## src/cssbu_defines.svh

```systemverilog
// opcode patterns, cycle counts, flag positions and reset values
// assumes 16-bit instruction words and a word-addressed program counter
`ifndef CSSBU_DEFINES_SVH
`define CSSBU_DEFINES_SVH

`define CSSBU_MASK_CMPI 16'hF000
`define CSSBU_PAT_CMPI 16'h3000
`define CSSBU_MASK_SKREG 16'hFE08
`define CSSBU_PAT_SKRC 16'hFC00
`define CSSBU_PAT_SKRS 16'hFE00
`define CSSBU_MASK_SKIO 16'hFF00
`define CSSBU_PAT_SKIC 16'h9900
`define CSSBU_PAT_SKIS 16'h9B00
`define CSSBU_MASK_BRF 16'hFC00
`define CSSBU_PAT_BRFS 16'hF000
`define CSSBU_PAT_BRFC 16'hF400
`define CSSBU_MASK_LDST 16'hFC0F
`define CSSBU_PAT_LDST 16'h9000
`define CSSBU_MASK_JMPCALL 16'hFE0C
`define CSSBU_PAT_JMPCALL 16'h940C

`define CSSBU_FLAG_C 0
`define CSSBU_FLAG_Z 1
`define CSSBU_FLAG_N 2
`define CSSBU_FLAG_V 3
`define CSSBU_FLAG_H 5

`define CSSBU_CMPI_BASE 5'h10
`define CSSBU_PC_RESET 0
`define CSSBU_STATUS_RESET 8'h00
`define CSSBU_CYC_PLAIN 2'h1
`define CSSBU_CYC_BRANCH 2'h2
`define CSSBU_CYC_SKIP1 2'h2
`define CSSBU_CYC_SKIP2 2'h3

`endif

```

## src/cssbu_pkg.sv

```systemverilog
// types shared by the flow-control unit
// assumes cssbu_defines.svh carries the numeric constants
package cssbu_pkg;
   typedef enum logic [1:0] {
      CSSBU_IDLE = 2'b00,
      CSSBU_EVAL = 2'b01,
      CSSBU_WAIT = 2'b10
   } cssbu_state_t;

   typedef enum logic [2:0] {
      CSSBU_K_OTHER = 3'b000,
      CSSBU_K_CMPI = 3'b001,
      CSSBU_K_SKRC = 3'b010,
      CSSBU_K_SKRS = 3'b011,
      CSSBU_K_SKIC = 3'b100,
      CSSBU_K_SKIS = 3'b101,
      CSSBU_K_BRFS = 3'b110,
      CSSBU_K_BRFC = 3'b111
   } cssbu_kind_t;
endpackage : cssbu_pkg

```

## src/cssbu_regfile.sv

```systemverilog
// general working registers, one write port, one registered read port
// assumes a single clock; read returns old data on a same-cycle write
`timescale 1ns/10ps
module cssbu_regfile #(
   parameter int DEPTH = 32,
   parameter int AW = 5
) (
   input wire logic clk,
   input wire logic srst,
   input wire logic wr_en,
   input wire logic [AW-1:0] wr_addr,
   input wire logic [7:0] wr_data,
   input wire logic [AW-1:0] rd_addr,
   output logic [7:0] rd_data
);
   logic [7:0] mem [DEPTH];

   always_ff @(posedge clk) begin
      if (wr_en) begin
         mem[wr_addr] <= wr_data;
      end
   end

   always_ff @(posedge clk) begin
      if (srst) begin
         rd_data <= 8'h00;
      end else begin
         rd_data <= mem[rd_addr];
      end
   end
endmodule : cssbu_regfile

```

## src/cssbu_unit.sv

```systemverilog
// conditional skip, flag branch and compare-immediate execution unit
// assumes the fetch side offers the instruction and the word after it
// Behaviour
// - skip on clear register bit advances the pc past the next instruction, flags kept.
// - skip on set register bit advances the pc past the next instruction, flags kept.
// - skip on clear i/o bit advances the pc past the next instruction, flags kept.
// - skip on set i/o bit advances the pc past the next instruction, flags kept.
// - branch on set flag loads pc plus signed offset plus one, else runs on, flags kept.
// - branch on clear flag loads pc plus signed offset plus one, else runs on, flags kept.
// - compare-immediate subtracts a constant, sets Z N V C H, stores nothing, one cycle.
`timescale 1ns/10ps
`include "cssbu_defines.svh"
module cssbu_unit #(
   parameter int PC_W = 12
) (
   input wire logic clk,
   input wire logic srst,
   input wire logic instr_valid,
   input wire logic [15:0] instr_word,
   input wire logic [15:0] follow_word,
   output logic instr_ready,
   input wire logic reg_wr_en,
   input wire logic [4:0] reg_wr_addr,
   input wire logic [7:0] reg_wr_data,
   output logic [4:0] io_addr,
   input wire logic [7:0] io_rd_data,
   input wire logic status_wr_en,
   input wire logic [7:0] status_wr_data,
   input wire logic pc_load_en,
   input wire logic [PC_W-1:0] pc_load_value,
   output logic [PC_W-1:0] pc,
   output logic [7:0] status,
   output logic retire,
   output logic skip_taken,
   output logic branch_taken
);
   cssbu_pkg::cssbu_state_t state_reg;
   cssbu_pkg::cssbu_kind_t kind;
   logic [15:0] instr_reg;
   logic [15:0] follow_reg;
   logic [4:0] rd_addr;
   logic [7:0] rd_data;
   logic [1:0] wait_reg;
   logic [1:0] cycles;
   logic [PC_W-1:0] pc_next;
   logic [7:0] status_next;
   logic skip_next;
   logic branch_next;
   logic accept;

   function automatic cssbu_pkg::cssbu_kind_t decode(input logic [15:0] w);
      cssbu_pkg::cssbu_kind_t k;
      k = cssbu_pkg::CSSBU_K_OTHER;
      if ((w & `CSSBU_MASK_CMPI) == `CSSBU_PAT_CMPI) k = cssbu_pkg::CSSBU_K_CMPI;
      if ((w & `CSSBU_MASK_SKREG) == `CSSBU_PAT_SKRC) k = cssbu_pkg::CSSBU_K_SKRC;
      if ((w & `CSSBU_MASK_SKREG) == `CSSBU_PAT_SKRS) k = cssbu_pkg::CSSBU_K_SKRS;
      if ((w & `CSSBU_MASK_SKIO) == `CSSBU_PAT_SKIC) k = cssbu_pkg::CSSBU_K_SKIC;
      if ((w & `CSSBU_MASK_SKIO) == `CSSBU_PAT_SKIS) k = cssbu_pkg::CSSBU_K_SKIS;
      if ((w & `CSSBU_MASK_BRF) == `CSSBU_PAT_BRFS) k = cssbu_pkg::CSSBU_K_BRFS;
      if ((w & `CSSBU_MASK_BRF) == `CSSBU_PAT_BRFC) k = cssbu_pkg::CSSBU_K_BRFC;
      return k;
   endfunction : decode

   // two-word instructions decide how far a skip must jump
   function automatic logic is_double(input logic [15:0] w);
      return ((w & `CSSBU_MASK_LDST) == `CSSBU_PAT_LDST) ||
         ((w & `CSSBU_MASK_JMPCALL) == `CSSBU_PAT_JMPCALL);
   endfunction : is_double

   // compare flags from the subtraction rd - k
   function automatic logic [7:0] cmp_flags(input logic [7:0] sr, input logic [7:0] a,
                                            input logic [7:0] b);
      logic [7:0] r;
      logic [7:0] f;
      r = a - b;
      f = sr;
      f[`CSSBU_FLAG_H] = (~a[3] & b[3]) | (b[3] & r[3]) | (r[3] & ~a[3]);
      f[`CSSBU_FLAG_V] = (a[7] & ~b[7] & ~r[7]) | (~a[7] & b[7] & r[7]);
      f[`CSSBU_FLAG_N] = r[7];
      f[`CSSBU_FLAG_Z] = (r == 8'h00);
      f[`CSSBU_FLAG_C] = (~a[7] & b[7]) | (b[7] & r[7]) | (r[7] & ~a[7]);
      return f;
   endfunction : cmp_flags

   assign accept = instr_valid && instr_ready;
   assign kind = decode(instr_reg);

   // read port address chosen at issue so data is ready in the eval cycle
   always_comb begin
      if (decode(instr_word) == cssbu_pkg::CSSBU_K_CMPI) begin
         rd_addr = `CSSBU_CMPI_BASE | {1'b0, instr_word[7:4]};
      end else begin
         rd_addr = instr_word[8:4];
      end
   end

   cssbu_regfile #(
      .DEPTH(32),
      .AW(5)
   ) u_regs (
      .clk(clk),
      .srst(srst),
      .wr_en(reg_wr_en),
      .wr_addr(reg_wr_addr),
      .wr_data(reg_wr_data),
      .rd_addr(rd_addr),
      .rd_data(rd_data)
   );

   // outcome of the held instruction, used only in the eval cycle
   always_comb begin
      logic cond;
      logic [PC_W-1:0] offs;
      cond = 1'b0;
      offs = PC_W'({{(PC_W-7){instr_reg[9]}}, instr_reg[9:3]});
      pc_next = pc + PC_W'(1);
      status_next = status;
      skip_next = 1'b0;
      branch_next = 1'b0;
      cycles = `CSSBU_CYC_PLAIN;
      unique case (kind)
         cssbu_pkg::CSSBU_K_CMPI: begin
            status_next = cmp_flags(status, rd_data, {instr_reg[11:8], instr_reg[3:0]});
         end
         cssbu_pkg::CSSBU_K_SKRC: cond = ~rd_data[instr_reg[2:0]];
         cssbu_pkg::CSSBU_K_SKRS: cond = rd_data[instr_reg[2:0]];
         cssbu_pkg::CSSBU_K_SKIC: cond = ~io_rd_data[instr_reg[2:0]];
         cssbu_pkg::CSSBU_K_SKIS: cond = io_rd_data[instr_reg[2:0]];
         cssbu_pkg::CSSBU_K_BRFS: cond = status[instr_reg[2:0]];
         cssbu_pkg::CSSBU_K_BRFC: cond = ~status[instr_reg[2:0]];
         cssbu_pkg::CSSBU_K_OTHER: cond = 1'b0;
      endcase
      if (cond) begin
         if (kind == cssbu_pkg::CSSBU_K_BRFS || kind == cssbu_pkg::CSSBU_K_BRFC) begin
            pc_next = pc + offs + PC_W'(1);
            branch_next = 1'b1;
            cycles = `CSSBU_CYC_BRANCH;
         end else if (is_double(follow_reg)) begin
            pc_next = pc + PC_W'(3);
            skip_next = 1'b1;
            cycles = `CSSBU_CYC_SKIP2;
         end else begin
            pc_next = pc + PC_W'(2);
            skip_next = 1'b1;
            cycles = `CSSBU_CYC_SKIP1;
         end
      end
   end

   always_ff @(posedge clk) begin
      if (srst) begin
         state_reg <= cssbu_pkg::CSSBU_IDLE;
         instr_ready <= 1'b0;
         wait_reg <= 2'h0;
      end else begin
         unique case (state_reg)
            cssbu_pkg::CSSBU_IDLE: begin
               instr_ready <= 1'b1;
               if (accept) begin
                  state_reg <= cssbu_pkg::CSSBU_EVAL;
                  instr_ready <= 1'b0;
               end
            end
            cssbu_pkg::CSSBU_EVAL: begin
               // extra cycles stall issue so the count is visible to fetch
               wait_reg <= cycles - 2'h1;
               if (cycles == `CSSBU_CYC_PLAIN) begin
                  state_reg <= cssbu_pkg::CSSBU_IDLE;
                  instr_ready <= 1'b1;
               end else begin
                  state_reg <= cssbu_pkg::CSSBU_WAIT;
               end
            end
            cssbu_pkg::CSSBU_WAIT: begin
               wait_reg <= wait_reg - 2'h1;
               if (wait_reg == 2'h1) begin
                  state_reg <= cssbu_pkg::CSSBU_IDLE;
                  instr_ready <= 1'b1;
               end
            end
            default: begin
               state_reg <= cssbu_pkg::CSSBU_IDLE;
               instr_ready <= 1'b0;
            end
         endcase
      end
   end

   always_ff @(posedge clk) begin
      if (srst) begin
         instr_reg <= 16'h0000;
         follow_reg <= 16'h0000;
         io_addr <= 5'h00;
      end else if (accept) begin
         instr_reg <= instr_word;
         follow_reg <= follow_word;
         io_addr <= instr_word[7:3];
      end
   end

   // execution owns pc and flags in eval; outside loads apply in idle or wait and are dropped in eval
   always_ff @(posedge clk) begin
      if (srst) begin
         pc <= PC_W'(`CSSBU_PC_RESET);
         status <= `CSSBU_STATUS_RESET;
      end else if (state_reg == cssbu_pkg::CSSBU_EVAL) begin
         pc <= pc_next;
         status <= status_next;
      end else begin
         if (pc_load_en) begin
            pc <= pc_load_value;
         end
         if (status_wr_en) begin
            status <= status_wr_data;
         end
      end
   end

   always_ff @(posedge clk) begin
      if (srst) begin
         retire <= 1'b0;
         skip_taken <= 1'b0;
         branch_taken <= 1'b0;
      end else begin
         retire <= (state_reg == cssbu_pkg::CSSBU_EVAL && cycles == `CSSBU_CYC_PLAIN) ||
            (state_reg == cssbu_pkg::CSSBU_WAIT && wait_reg == 2'h1);
         skip_taken <= (state_reg == cssbu_pkg::CSSBU_EVAL) && skip_next;
         branch_taken <= (state_reg == cssbu_pkg::CSSBU_EVAL) && branch_next;
      end
   end
endmodule : cssbu_unit

```

## config.mk

```make
export PLATFORM = sky130hd
export DESIGN_NAME = cssbu_unit
export DESIGN_NICKNAME = d
export VERILOG_FILES = /design/src/cssbu_pkg.sv /design/src/cssbu_regfile.sv /design/src/cssbu_unit.sv
export VERILOG_INCLUDE_DIRS = /design/src
export SDC_FILE = /design/constraint.sdc
export NUM_CORES = 1
export LEC_CHECK = 0
export ABC_CLOCK_PERIOD_IN_PS = 3800
export BUFFER_PORTS_ARGS = -buffer_cell sky130_fd_sc_hd__clkbuf_2
export CAP_MARGIN = 10
export CORE_MARGIN = 5
export CORE_UTILIZATION = 50
export CTS_CLUSTER_DIAMETER = 100
export CTS_CLUSTER_SIZE = 28
export DETAILED_ROUTE_END_ITERATION = 12
export HOLD_SLACK_MARGIN = 0.03
export PLACE_DENSITY = 0.76
export SLEW_MARGIN = 20
export SYNTH_ARGS = -nofsm -noshare
export SYNTH_HDL_FRONTEND = slang
export SYNTH_SLANG_ARGS = --single-unit
```

## constraint.sdc

```tcl
create_clock -name clk -period 3.8 [get_ports clk]
set_clock_uncertainty 0.2 [all_clocks]
set_input_delay 0.57 -clock clk [delete_from_list [all_inputs] [get_ports clk]]
set_output_delay 0.57 -clock clk [all_outputs]
set_load 0.02 [all_outputs]
```

# ---- Word-level counts from Yosys, hierarchy flattened
# Memory sizes are Yosys's and may differ from the RTL's. A register that Yosys moved wholly into a read port is not among the register bits.
# Cells that the tools add are included.
dict set report word_totals {
  out_inout_bits 29
  elab_cells 141
  in_bits 79
  memories 1
  reg_bits 65
  ram_bits 256
}
# name depth word_bits rd rd_clocked_by_memory_dff wr line
set mem_list {}
lappend mem_list {u_regs.mem 32 8 1 1 1 cssbu_regfile.sv:16} ;# logic [7:0] mem [DEPTH];
dict set report classes {
  n_eq_ne 32
  n_addsub 8
  n_mux 48
  bitwise 22
  magnitude_cmp 1
  n_reduce_logical 17
}
# operator n
set ops {}
lappend ops {{$eq 8x8->1 const B} 8}
lappend ops {{$mux 12} 5}
lappend ops {{$add 12x1->12 const B} 2}
lappend ops {{$add 12x2->12 const B} 2}
lappend ops {{$eq 6x6->1 const B} 4}
lappend ops {{$mux 3} 8}
lappend ops {{$mux 1} 16}
lappend ops {{$mux 2} 8}
lappend ops {{$mux 8} 2}
lappend ops {{$add 12x12->12} 1}
lappend ops {{$eq 3x3->1 const B} 4}
lappend ops {{$eq 10x10->1 const B} 1}
lappend ops {{$and 1x1->1} 9}
lappend ops {{$bmux 1 s3} 3}
lappend ops {{$eq 9x9->1 const B} 1}
lappend ops {{$eq 4x2->1 const B} 2}
lappend ops {{$logic_not 8->1} 1}
lappend ops {{$not 1->1} 8}
lappend ops {{$reduce_and 2->1} 4}
lappend ops {{$sub 8x8->8} 1}
lappend ops {{$eq 2x1->1 const B} 3}
lappend ops {{$eq 3x1->1 const B} 2}
lappend ops {{$eq 3x2->1 const B} 2}
lappend ops {{$mux 6} 1}
lappend ops {{15 further kinds} 30}

# ---- Longest topological paths before layout
# Gate-level depths: netlist of the first run.
dict set report logic_depth {
  depth_word 15
  mapped_depth 16
  ltp_nobuf 15
}

# ---- Hierarchy
# Synthesis of the first run repeated with hierarchy kept, for this count alone.
dict set report hier_totals {
  hier_cells 1013
  hier_area_um2 14575.2
}
# module area_per_inst_um2 instances cells_per_inst seq_area_each_um2
set by_module_without_submodules {}
lappend by_module_without_submodules {cssbu_regfile 10387.5 1 472 7847.5}
lappend by_module_without_submodules {cssbu_unit 4187.8 1 541 1101.1}

# ---- Worst setup path after synthesis of the first run
# Ideal clock, no wire load.
dict set report synth_path {
  kind {register to register}
  from {register instr_reg[1]}
  to {register status[1]}
  setup_time_ns 0.075
  stages_incl_launch_ff 17
  arrival_time_ns 3.042
  synth_period_minus_slack_ns 3.317
  n_path_buf 1
  path_slack_ns 0.483
  required_ns 3.525
  path_cell_list {dfxtp_1 > buf_6 > inv_1 > ha_1 > nor2b_1 > o21ai_0 > nand2b_1 > a21o_1 > a21o_1 > a21o_1 > a21o_1 > fa_1 > nor4bb_1 > o2111ai_1 > nor3_1 > nand2_1 > o22ai_1}
}
dict set report synth_via {
  elab_chain_cells 4
}
# element line
set synth_lines {}
lappend synth_lines {{start, declared} cssbu_unit.sv:39} ;# logic [15:0] instr_reg;
lappend synth_lines {{start signal, assigned} cssbu_unit.sv:195} ;# instr_reg <= instr_word;
lappend synth_lines {{$sub 8x8->8} cssbu_unit.sv:75} ;# r = a - b;
lappend synth_lines {{$logic_not 8->1} cssbu_unit.sv:80} ;# f[`CSSBU_FLAG_Z] = (r == 8'h00);
lappend synth_lines {{$mux 6} cssbu_unit.sv:121} ;# unique case (kind)
lappend synth_lines {{$mux 8} cssbu_unit.sv:206} ;# end else if (state_reg == cssbu_pkg::CSSBU_EVAL) begin
lappend synth_lines {{end signal, assigned} cssbu_unit.sv:205} ;# status <= `CSSBU_STATUS_RESET;
lappend synth_lines {{end signal, assigned} cssbu_unit.sv:208} ;# status <= status_next;
lappend synth_lines {{end signal, assigned} cssbu_unit.sv:214} ;# status <= status_wr_data;
lappend synth_lines {{end, declared} cssbu_unit.sv:32} ;# output logic [7:0] status,
# No other way between the ends. The select of a mux whose other input is x is not followed.
# A chain may end at the register's enable or synchronous reset.

# ---- Worst setup path after layout of the first run
# Same ends and word-level chain as after synthesis.

==> results.sh, run 1 <==
export IMPL_hold_ws_ps=82.9
export IMPL_slew_headroom_pct=33.7
export IMPL_port_buffer_count=102
export IMPL_h_tree_depth=1
export IMPL_drt_iter0_markers=794
export IMPL_power_density_mw_per_mm2=414
export IMPL_synthesis_nets=1049
export IMPL_cts_sinks=319
export IMPL_std_cell_rows=61
export IMPL_synth_enable_flop_cells=256
export IMPL_die_area_sq_mm=0.0317
export IMPL_multi_input_area_sq_mm=0.00487
export IMPL_synth_seq_cells=319
export IMPL_seqCellArea_sq_mm=0.00895
export IMPL_dieWidth_um=178
export IMPL_min_from="follow_word[1]"
export IMPL_r2r_start="instr_reg[1]"
export IMPL_cts_root_buf="clkbuf_16"
export IMPL_ys_top_cells_by_area="edfxtp_1 54%, mux4_2 13%, dfxtp_1 8.9%"
export IMPL_ctsHoldBuffers=0
export IMPL_synth_seq_area_share_pct=63.4
export IMPL_ys_types=65
export IMPL_reg2reg_slack_ps=380
export IMPL_setup_viol=0
export IMPL_worst_pin_slew_ps=995
export IMPL_leakagePower_uw=0.00526
export IMPL_grt_pass1_wl_mm=46.7
export IMPL_syn_area_sq_mm=0.0141
export IMPL_vias=8317
export IMPL_viasPerCell=5.93
export IMPL_wirelength_mm=30.1
export IMPL_drc=0
export IMPL_critPathLaunchType="flip-flop"
export IMPL_syn_avg_cell_area_sq_um=15.1
export IMPL_io_pins=108
export IMPL_antenna_left=0
export IMPL_track_usage_pct=19.0
export IMPL_dpl_hpwl_mm=20.5
export IMPL_grt_max_degree=59
export IMPL_hold_path_class="primary input to flip-flop"
export IMPL_dr_pass1_iters=5
export IMPL_power_frac_seq_pct=61.0
export IMPL_synth_cells=937
export IMPL_cts_made_buffers=15
export IMPL_antenna_cells=0
export IMPL_cap_violations=0
export IMPL_crit_type="flip-flop to flip-flop"
export IMPL_finalCritPeriodShare_pct=90.1
export IMPL_clk_pin_slew_ps=110
export IMPL_area_growth_pct=9.49
export IMPL_worstPathRequired_ps=4030
export IMPL_cts_tree="done"
export IMPL_wl_per_cell_um=21.5
export IMPL_critPathLaunch="instr_reg[1]"
export IMPL_layout_min_cycle_time_ps=3420
export IMPL_yosysWarnings=0
export IMPL_async_flop_share_pct=0
export IMPL_p_int_uw=4900
export IMPL_gp_congestion=0.864
export IMPL_cp_endpoint="status[1]"
export IMPL_largest_reg_flops=256
export IMPL_dieHeight_um=178
export IMPL_overflow=0
export IMPL_yosysMostFrequentCell="edfxtp_1"
export IMPL_total_power_uw=6400
export IMPL_switching_share_pct=23.4
export IMPL_fin_nets=1131
export IMPL_status="complete, no violations"
export IMPL_path_max_fanout=3
export IMPL_initial_utilization_pct=50.7
export IMPL_post_cts_buffers=0
export IMPL_setup_tns_ps=0
export IMPL_clk_latency_ps=500
export IMPL_r2r_end="status[1]"
export IMPL_fillers=2177
export IMPL_arrival_ps=3660
export IMPL_clock_path_buffers=3
export IMPL_slew_violations=0
export IMPL_yosysTopAreaCell="edfxtp_1"
export IMPL_grt_pass1_vias=8018
export IMPL_worst_r2r_cell_count=15
export IMPL_power_switching_uw=1500
export IMPL_ir_drop_v=0.000379
export IMPL_endpoint_kind="flip-flop"
export IMPL_synth_ff_type="edfxtp_1"
export IMPL_hold_viol_final=0
export IMPL_antenna_found_initial=0
export IMPL_ctsResizeCount=0
export IMPL_synth_top_area_share_pct=54.5
export IMPL_rsz0062_at_grt="false"
export IMPL_layout_drive_gt1_share_pct=22.5
export IMPL_coreArea_sq_mm=0.0279
export IMPL_yosys_top_cells_count="256 x edfxtp_1, 88 x nor2_1, 82 x mux4_2"
export IMPL_fmax_mhz=292
export IMPL_clock_power_share_pct=27.8
export IMPL_combPwrFrac_pct=11.2
==> through the flow <==
step	area, sq um	utilization, %	instances	worst slack [ps]
after floorplan	14100	-	937	483
after global placement	15000	54.0	1380	454
after detailed placement	15000	54.0	1380	398
after CTS	15500	55.5	1402	374
after global routing	15500	55.5	1402	80.4
final	15500	55.5	1402	376
==> worst min path at each step <==
stage / cells past startpoint / slack [ps] / end
floorplan: 2 / 230 / follow_reg[9]
global placement: 2 / 240 / follow_reg[12]
detailed placement: 2 / 250 / follow_reg[12]
CTS: 3 / 70 / follow_reg[1]
global route: 3 / 70 / follow_reg[9]
finish: 3 / 80 / follow_reg[1]
==> power by group through the flow <==
stage	Combinational, uW	Sequential [uW]	Clock [uW]
after floorplan	452	3990	0
after global placement	694	3980	0
after detailed placement	715	3980	0
after CTS	720	3900	1820
after global routing	786	3910	1950
final	718	3900	1780
==> cell families after synthesis <==
group | after synthesis | share of synthesized area (%)
flops | 319 | 63.4
simple gates | 250 | 8.29
compound gates | 124 | 5.65
mux | 116 | 16.0
buf+inv | 72 | 2.10
fa+ha+maj | 33 | 3.14
xor+xnor | 23 | 1.43
==> metal layers <==
layer	vias up	part of all wire (%)	GRT usage (%)
met5	-	0	0
met4	0	1.7	3.64
met3	36	8.1	2.76
met2	388	47	30.2
met1	4115	43	28.6
li1	3778	-	-
==> layout by cell type (no fill, tap or decap), types with 15 or more instances in the layout <==
cell type / instances
a21oi_1: 54
clkbuf_16: 15
clkbuf_2: 101
dfxtp_1: 63
edfxtp_1: 256
ha_1: 29
inv_1: 22
mux2i_1: 26
mux4_2: 82
nand2_1: 80
nor2_1: 88
o21ai_0: 16
==> critical path, cell delays in order, from the launching register on <==
cell       delay [ps]
dfxtp_1           340
inv_1              40
ha_1              270
nor2b_1           120
o21ai_0           150
nand2b_1          110
a21o_1            180
a21o_1            190
a21o_1            180
a21o_1            180
fa_1              500
nor4bb_1          340
o2111ai_1         160
nor3_1            210
nand2_1            70
o22ai_1            90
==> area by class of cell <==
type / count / share of cell area, %
Sequential cell: 319 / 57.9
Timing Repair Buffer: 115 / 4.28
Clock buffer: 19 / 2.53
Clock inverter: 3 / 0.186
Tap cell: 378 / 3.06
Multi-Input combinational cell: 546 / 31.5
Inverter: 22 / 0.534
Note: power is estimated with default switching activity, not from simulation.
==> run 2, diff against run 1 <==
Settings changed: ABC_AREA set to 1.
==> run 2 against run 1 <==
Compared with the run above: first-iteration DRC count rose by 45%; critical endpoint unchanged; synthesized cell count increased by 61%; setup slack worse by 65 ps; synthesized area grew 5.2%; flip-flop and latch count unchanged; design area is 4.6% higher; largest power group unchanged; clock power grew 11%; global-route usage is 3.2 points higher; die area is 4.9% higher; largest cell class unchanged; cell count is 40% higher; worst hold slack improved by 41 ps.
==> results.sh, run 2 <==
export IMPL_worst_r2r_cell_count=15
export IMPL_cap_violations=0
export IMPL_yosysMostFrequentCell="edfxtp_1"
export IMPL_synth_enable_flop_cells=256
export IMPL_cp_endpoint="status[1]"
export IMPL_dieHeight_um=182
export IMPL_ys_types=42
export IMPL_reg2reg_slack_ps=310
export IMPL_critPathLaunchType="flip-flop"
export IMPL_r2r_start="instr_reg[2]"
export IMPL_grt_max_degree=68
export IMPL_dpl_hpwl_mm=25.5
export IMPL_cts_sinks=319
export IMPL_cp_cell_sequence="inv_1 > ha_1 > nand2_1 > o21ai_0 > a21oi_1 > o21ai_0 > a21oi_1 > o21bai_1 > fa_1 > nor2_1 > nand4_1 > nor3_1 > o21a_1 > nand3_1 > a21oi_1"
export IMPL_antenna_left=0
export IMPL_setup_viol=0
export IMPL_synth_seq_area_share_pct=60.3
export IMPL_h_tree_depth=1
export IMPL_slew_violations=0
export IMPL_switching_share_pct=32.0
export IMPL_cts_tree="done"
export IMPL_status="complete, no violations"
export IMPL_crit_top_cell="a21oi_1"
export IMPL_crit_type="flip-flop to flip-flop"
export IMPL_syn_area_sq_mm=0.0149
export IMPL_final_cell_mix="256 x edfxtp_1, 246 x nor2_1, 211 x o21ai_0, 204 x nand2_1, 101 x clkbuf_2"
export IMPL_async_flop_share_pct=0
export IMPL_arrival_ps=3730
export IMPL_area_growth_pct=8.83
export IMPL_clk_latency_ps=510
export IMPL_grt_pass1_vias=10789
export IMPL_worstSetupPathDepth=15
export IMPL_clk_pin_slew_ps=110
export IMPL_synth_ff_type="edfxtp_1"
export IMPL_combPwrFrac_pct=23.1
export IMPL_initial_utilization_pct=50.4
export IMPL_hold_path_class="primary input to flip-flop"
export IMPL_fmax_mhz=287
export IMPL_wirelength_mm=38.3
export IMPL_post_cts_buffers=0
export IMPL_layout_min_cycle_time_ps=3490
export IMPL_grt_pass1_wl_mm=58.8
export IMPL_p_int_uw=5430
export IMPL_synth_cells=1504
export IMPL_power_switching_uw=2550
export IMPL_worst_pin_slew_ps=1070
export IMPL_coreArea_sq_mm=0.0295
export IMPL_hold_ws_ps=124
export IMPL_slowest_delay_ps=470
export IMPL_overflow=0
export IMPL_ctsHoldBuffers=0
export IMPL_syn_avg_cell_area_sq_um=9.87
export IMPL_ctsResizeCount=0
export IMPL_dp_cells=1936
export IMPL_clock_power_share_pct=24.8
export IMPL_leakagePower_uw=0.00601
export IMPL_fin_cells=1964
export IMPL_ys_top_cells_by_area="edfxtp_1 52%, dfxtp_1 8.5%, o21ai_0 7.1%"
export IMPL_std_cell_rows=63
export IMPL_yosysWarnings=0
export IMPL_muxShareOfSynthArea_pct=0
export IMPL_dr_pass1_iters=5
export IMPL_clock_path_buffers=3
export IMPL_io_pins=108
export IMPL_synthesis_nets=1616
export IMPL_yosysTopAreaCell="edfxtp_1"
export IMPL_setup_tns_ps=0
export IMPL_die_area_sq_mm=0.0332
export IMPL_synth_top_area_share_pct=51.8
export IMPL_synth_top_family_by_area="simple AND/OR/NAND/NOR gates"
export IMPL_layout_drive_gt1_share_pct=10.0
export IMPL_hold_viol_final=0
export IMPL_antenna_cells=0
export IMPL_cp_num_buf_inv=1
export IMPL_cts_root_buf="clkbuf_16"
export IMPL_fin_nets=1676
export IMPL_synthAdderAreaFrac_pct=2.98
export IMPL_gp_congestion=0.954
export IMPL_port_buffer_count=102
export IMPL_rsz0062_at_grt="false"
export IMPL_path_max_fanout=5
export IMPL_crit_family="compound AO/OA/AOI/OAI gates"
export IMPL_final_util_pct=54.8
export IMPL_largest_reg_flops=256
export IMPL_endpoint_kind="flip-flop"
export IMPL_r2r_end="status[1]"
export IMPL_antenna_found_initial=0
export IMPL_drt_iter0_markers=1155
export IMPL_power_frac_seq_pct=52.1
export IMPL_slew_headroom_pct=27.9
export IMPL_worstPathRequired_ps=4040
export IMPL_track_usage_pct=22.2
export IMPL_total_power_uw=7980
export IMPL_finalCritPeriodShare_pct=91.8
export IMPL_synth_seq_cells=319
export IMPL_synth_simple_gate_area_share_pct=16.0
export IMPL_power_density_mw_per_mm2=494
export IMPL_dieWidth_um=182
export IMPL_yosys_top_cells_count="256 x edfxtp_1, 246 x nor2_1, 211 x o21ai_0"
export IMPL_wl_per_cell_um=19.5
export IMPL_drc=0
export IMPL_viasPerCell=5.81
export IMPL_final_common_cell="edfxtp_1"
export IMPL_ir_drop_v=0.000409
export IMPL_synth_xor_area_share_pct=1.53
export IMPL_vias=11411
export IMPL_synth_compound_area_share_pct=14.4
export IMPL_slowest_stage="fa_1"
export IMPL_cts_made_buffers=16
export IMPL_critPathLaunch="instr_reg[2]"
## run 2: changes by cell type in the layout (fill, tap and decap cells not counted), moves of 9 or more
cell      delta
buf_4       +10
inv_1       +68
mux2i_1     -26
mux4_2      -82
nand2_1    +124
nand3_1     +70
nor2_1     +158
o211ai_1    +18
o21ai_0    +195
o21ai_1     +10
o221ai_1    +32
o22ai_1     +24
xnor2_1      -9
xor2_1      +12
## run 2: worst min-delay path by stage
stage / start / endpoint / slack, ps / cells past startpoint
finish: status_wr_data[6] / status[6] / 120 / 3
global route: follow_word[14] / follow_reg[14] / 150 / 3
CTS: status_wr_data[6] / status[6] / 120 / 3
detailed placement: follow_reg[0] / follow_reg[0] / 260 / 2
global placement: follow_reg[0] / follow_reg[0] / 250 / 2
floorplan: follow_reg[1] / follow_reg[1] / 230 / 2
## run 2: worst min-delay path: stages
cell and delay (ps):
clkbuf_2 70, o21ai_0 70, nor2_1 80
## run 2: cells by family after synthesis
group,Yosys count
simple gates,571
compound gates,378
flops,319
buf+inv,177
fa+ha+maj,33
xor+xnor,26
## run 2: cell type report
type	instances	area, sq um
clock buffers	24	452
clock inverters	4	51.3
fillers	2573	13300
inverters	97	365
multi-input cells	1008	5180
flip-flops and latches	319	8950
well taps	390	488
repair buffers	122	676
## run 2: power by group through the flow
stage	logic, uW	registers [uW]	clock network, uW
after floorplan	1220	4230	0
after global placement	1780	4220	0
after detailed placement	1820	4230	0
after CTS	1830	4150	2000
after global routing	2060	4180	2150
final	1840	4160	1980
## run 2: stage by stage
step                cell area (sq um)  setup WS (ps)
floorplan                       14900            692
global placement                15700            488
detailed placement              15700            385
CTS                             16200            366
global route                    16200           33.5
finish                          16200            311
## run 2: metal layers
metal,GRT usage (%),up-vias,wire length (um)
li1,-,5397,-
met2,37.9,533,18300
met3,2.15,73,2850
met1,30.5,5408,15900
met4,6.57,0,1250
met5,0,-,0
==> run 3, diff against run 2 <==
Settings changed: CTS_BUF_LIST set to sky130_fd_sc_hd__clkbuf_4 sky130_fd_sc_hd__clkbuf_8 sky130_fd_sc_hd__clkbuf_16, PLACE_DENSITY 0.76 to 0.79.
==> run 3 against run 2 <==
Compared with the run above: clock power barely moved; count of clock-buffer cells in the layout fell by 6; core utilization fell by 0.14 points.
==> results.sh, run 3 (synthesis gave the netlist of run 2 again) <==
export IMPL_status="complete, no violations"
export IMPL_reg2reg_slack_ps=320
export IMPL_final_common_cell="edfxtp_1"
export IMPL_final_cell_mix="256 x edfxtp_1, 246 x nor2_1, 210 x o21ai_0, 204 x nand2_1, 101 x clkbuf_2"
export IMPL_p_int_uw=5410
export IMPL_critPathLaunch="instr_reg[1]"
export IMPL_placed_cell_area_sq_mm=0.0156
export IMPL_wl_per_cell_um=18.6
export IMPL_switching_share_pct=31.6
export IMPL_antenna_cells=0
export IMPL_worst_pin_slew_ps=900
export IMPL_hold_viol_final=0
export IMPL_area_growth_pct=8.56
export IMPL_io_pins=108
export IMPL_drt_iter0_markers=1384
export IMPL_grt_pass1_vias=10774
export IMPL_dr_pass1_iters=7
export IMPL_arrival_ps=3720
export IMPL_fin_ws_ps=322
export IMPL_gp_congestion=0.944
export IMPL_critPathLaunchType="flip-flop"
export IMPL_r2r_end="status[1]"
export IMPL_dieHeight_um=182
export IMPL_worstPathRequired_ps=4040
export IMPL_wirelength_mm=36.4
export IMPL_grt_max_degree=129
export IMPL_highest_layer="met4"
export IMPL_slew_headroom_pct=39.8
export IMPL_cts_tree="done"
export IMPL_vias=11402
export IMPL_clk_latency_ps=520
export IMPL_combPwrFrac_pct=22.6
export IMPL_setup_tns_ps=0
export IMPL_ctsResizeCount=0
export IMPL_r2r_start="instr_reg[1]"
export IMPL_viasPerCell=5.84
export IMPL_fin_nets=1669
export IMPL_met1_length_mm=14.7
export IMPL_endpoint_kind="flip-flop"
export IMPL_cap_violations=0
export IMPL_std_cell_rows=63
export IMPL_path_max_fanout=8
export IMPL_fmax_mhz=288
export IMPL_track_usage_pct=21.2
export IMPL_power_density_mw_per_mm2=490
export IMPL_rsz0062_at_grt="false"
export IMPL_setup_viol=0
export IMPL_power_frac_seq_pct=52.6
export IMPL_clock_path_buffers=3
export IMPL_antenna_found_initial=0
export IMPL_h_tree_depth=1
export IMPL_ctsHoldBuffers=0
export IMPL_crit_type="flip-flop to flip-flop"
export IMPL_design_area_sq_mm=0.0161
export IMPL_power_switching_uw=2490
export IMPL_ir_drop_v=0.000460
export IMPL_coreArea_sq_mm=0.0295
export IMPL_cp_endpoint="status[1]"
export IMPL_grt_pass1_wl_mm=57.1
export IMPL_overflow=0
export IMPL_finalCritPeriodShare_pct=91.5
export IMPL_wl_met3_mm=2.82
export IMPL_layout_drive_gt1_share_pct=9.86
export IMPL_slew_violations=0
export IMPL_clock_power_share_pct=24.8
export IMPL_drc=0
export IMPL_initial_utilization_pct=50.4
export IMPL_largest_reg_flops=256
export IMPL_dr_wl_met2_mm=17.6
export IMPL_port_buffer_count=102
export IMPL_cts_sinks=319
export IMPL_post_cts_buffers=0
export IMPL_hold_path_class="primary input to flip-flop"
export IMPL_layout_min_cycle_time_ps=3480
export IMPL_leakagePower_uw=0.00598
export IMPL_antenna_left=0
export IMPL_dpl_hpwl_mm=23.8
export IMPL_cts_root_buf="clkbuf_16"
export IMPL_dieWidth_um=182
export IMPL_die_area_sq_mm=0.0332
export IMPL_cts_made_buffers=16
export IMPL_place_worst_setup_slack_ps=210
export IMPL_clk_pin_slew_ps=100
export IMPL_worst_r2r_cell_count=15
[run 3: worst min path at each step]
stage          cells after the start             end             from  slack, ps
6_report                           3  follow_reg[14]  follow_word[14]        100
5_1_grt                            3   follow_reg[9]   follow_word[9]        130
4_1_cts                            3  follow_reg[12]  follow_word[12]         90
3_5_place_dp                       2   follow_reg[0]    follow_reg[0]        250
3_3_place_gp                       2   follow_reg[1]    follow_reg[1]        250
2_1_floorplan                      2   follow_reg[1]    follow_reg[1]        230
[run 3: metrics by stage]
stage	instances	total power, uW	util, %	hold slack [ps]
floorplan	1504	5450	-	230
global placement	1929	5930	53.0	246
detailed placement	1929	5990	53.0	249
CTS	1952	7890	54.7	91.7
global route	1952	8300	54.7	125
finish	1952	7900	54.7	102
[run 3: per-layer routing]
metal	vias up	GRT usage [%]
met3	90	2.79
met4	0	7.57
met1	5397	28.0
met5	-	0
met2	537	36.0
li1	5378	-
[run 3: area by class of cell]
class | instances | area (sq um)
Clock buffer | 18 | 433
Fill cell | 2525 | 13400
Inverter | 97 | 365
Multi-Input combinational cell | 1008 | 5180
Timing Repair Buffer | 115 | 648
Clock inverter | 5 | 56.3
Tap cell | 390 | 488
Sequential cell | 319 | 8950
[run 3: critical path: stages, from the launching register on]
cell and delay [ps]:
dfxtp_2 440, inv_1 170, ha_1 320, nand2_1 50, o21ai_0 300, a21oi_1 130
o21ai_1 230, a21oi_1 110, o21bai_1 190, fa_1 480, nor2_1 150, nand4_1 100
nor3_1 180, o21a_1 150, nand3_1 90, a21oi_1 130
[run 3: power by group through the flow]
stage	combinational [uW]	clock (uW)	sequential (uW)
after floorplan	1220	0	4230
after CTS	1770	1970	4150
after global routing	2010	2110	4180
final	1790	1960	4160
after detailed placement	1760	0	4230
after global placement	1720	0	4220
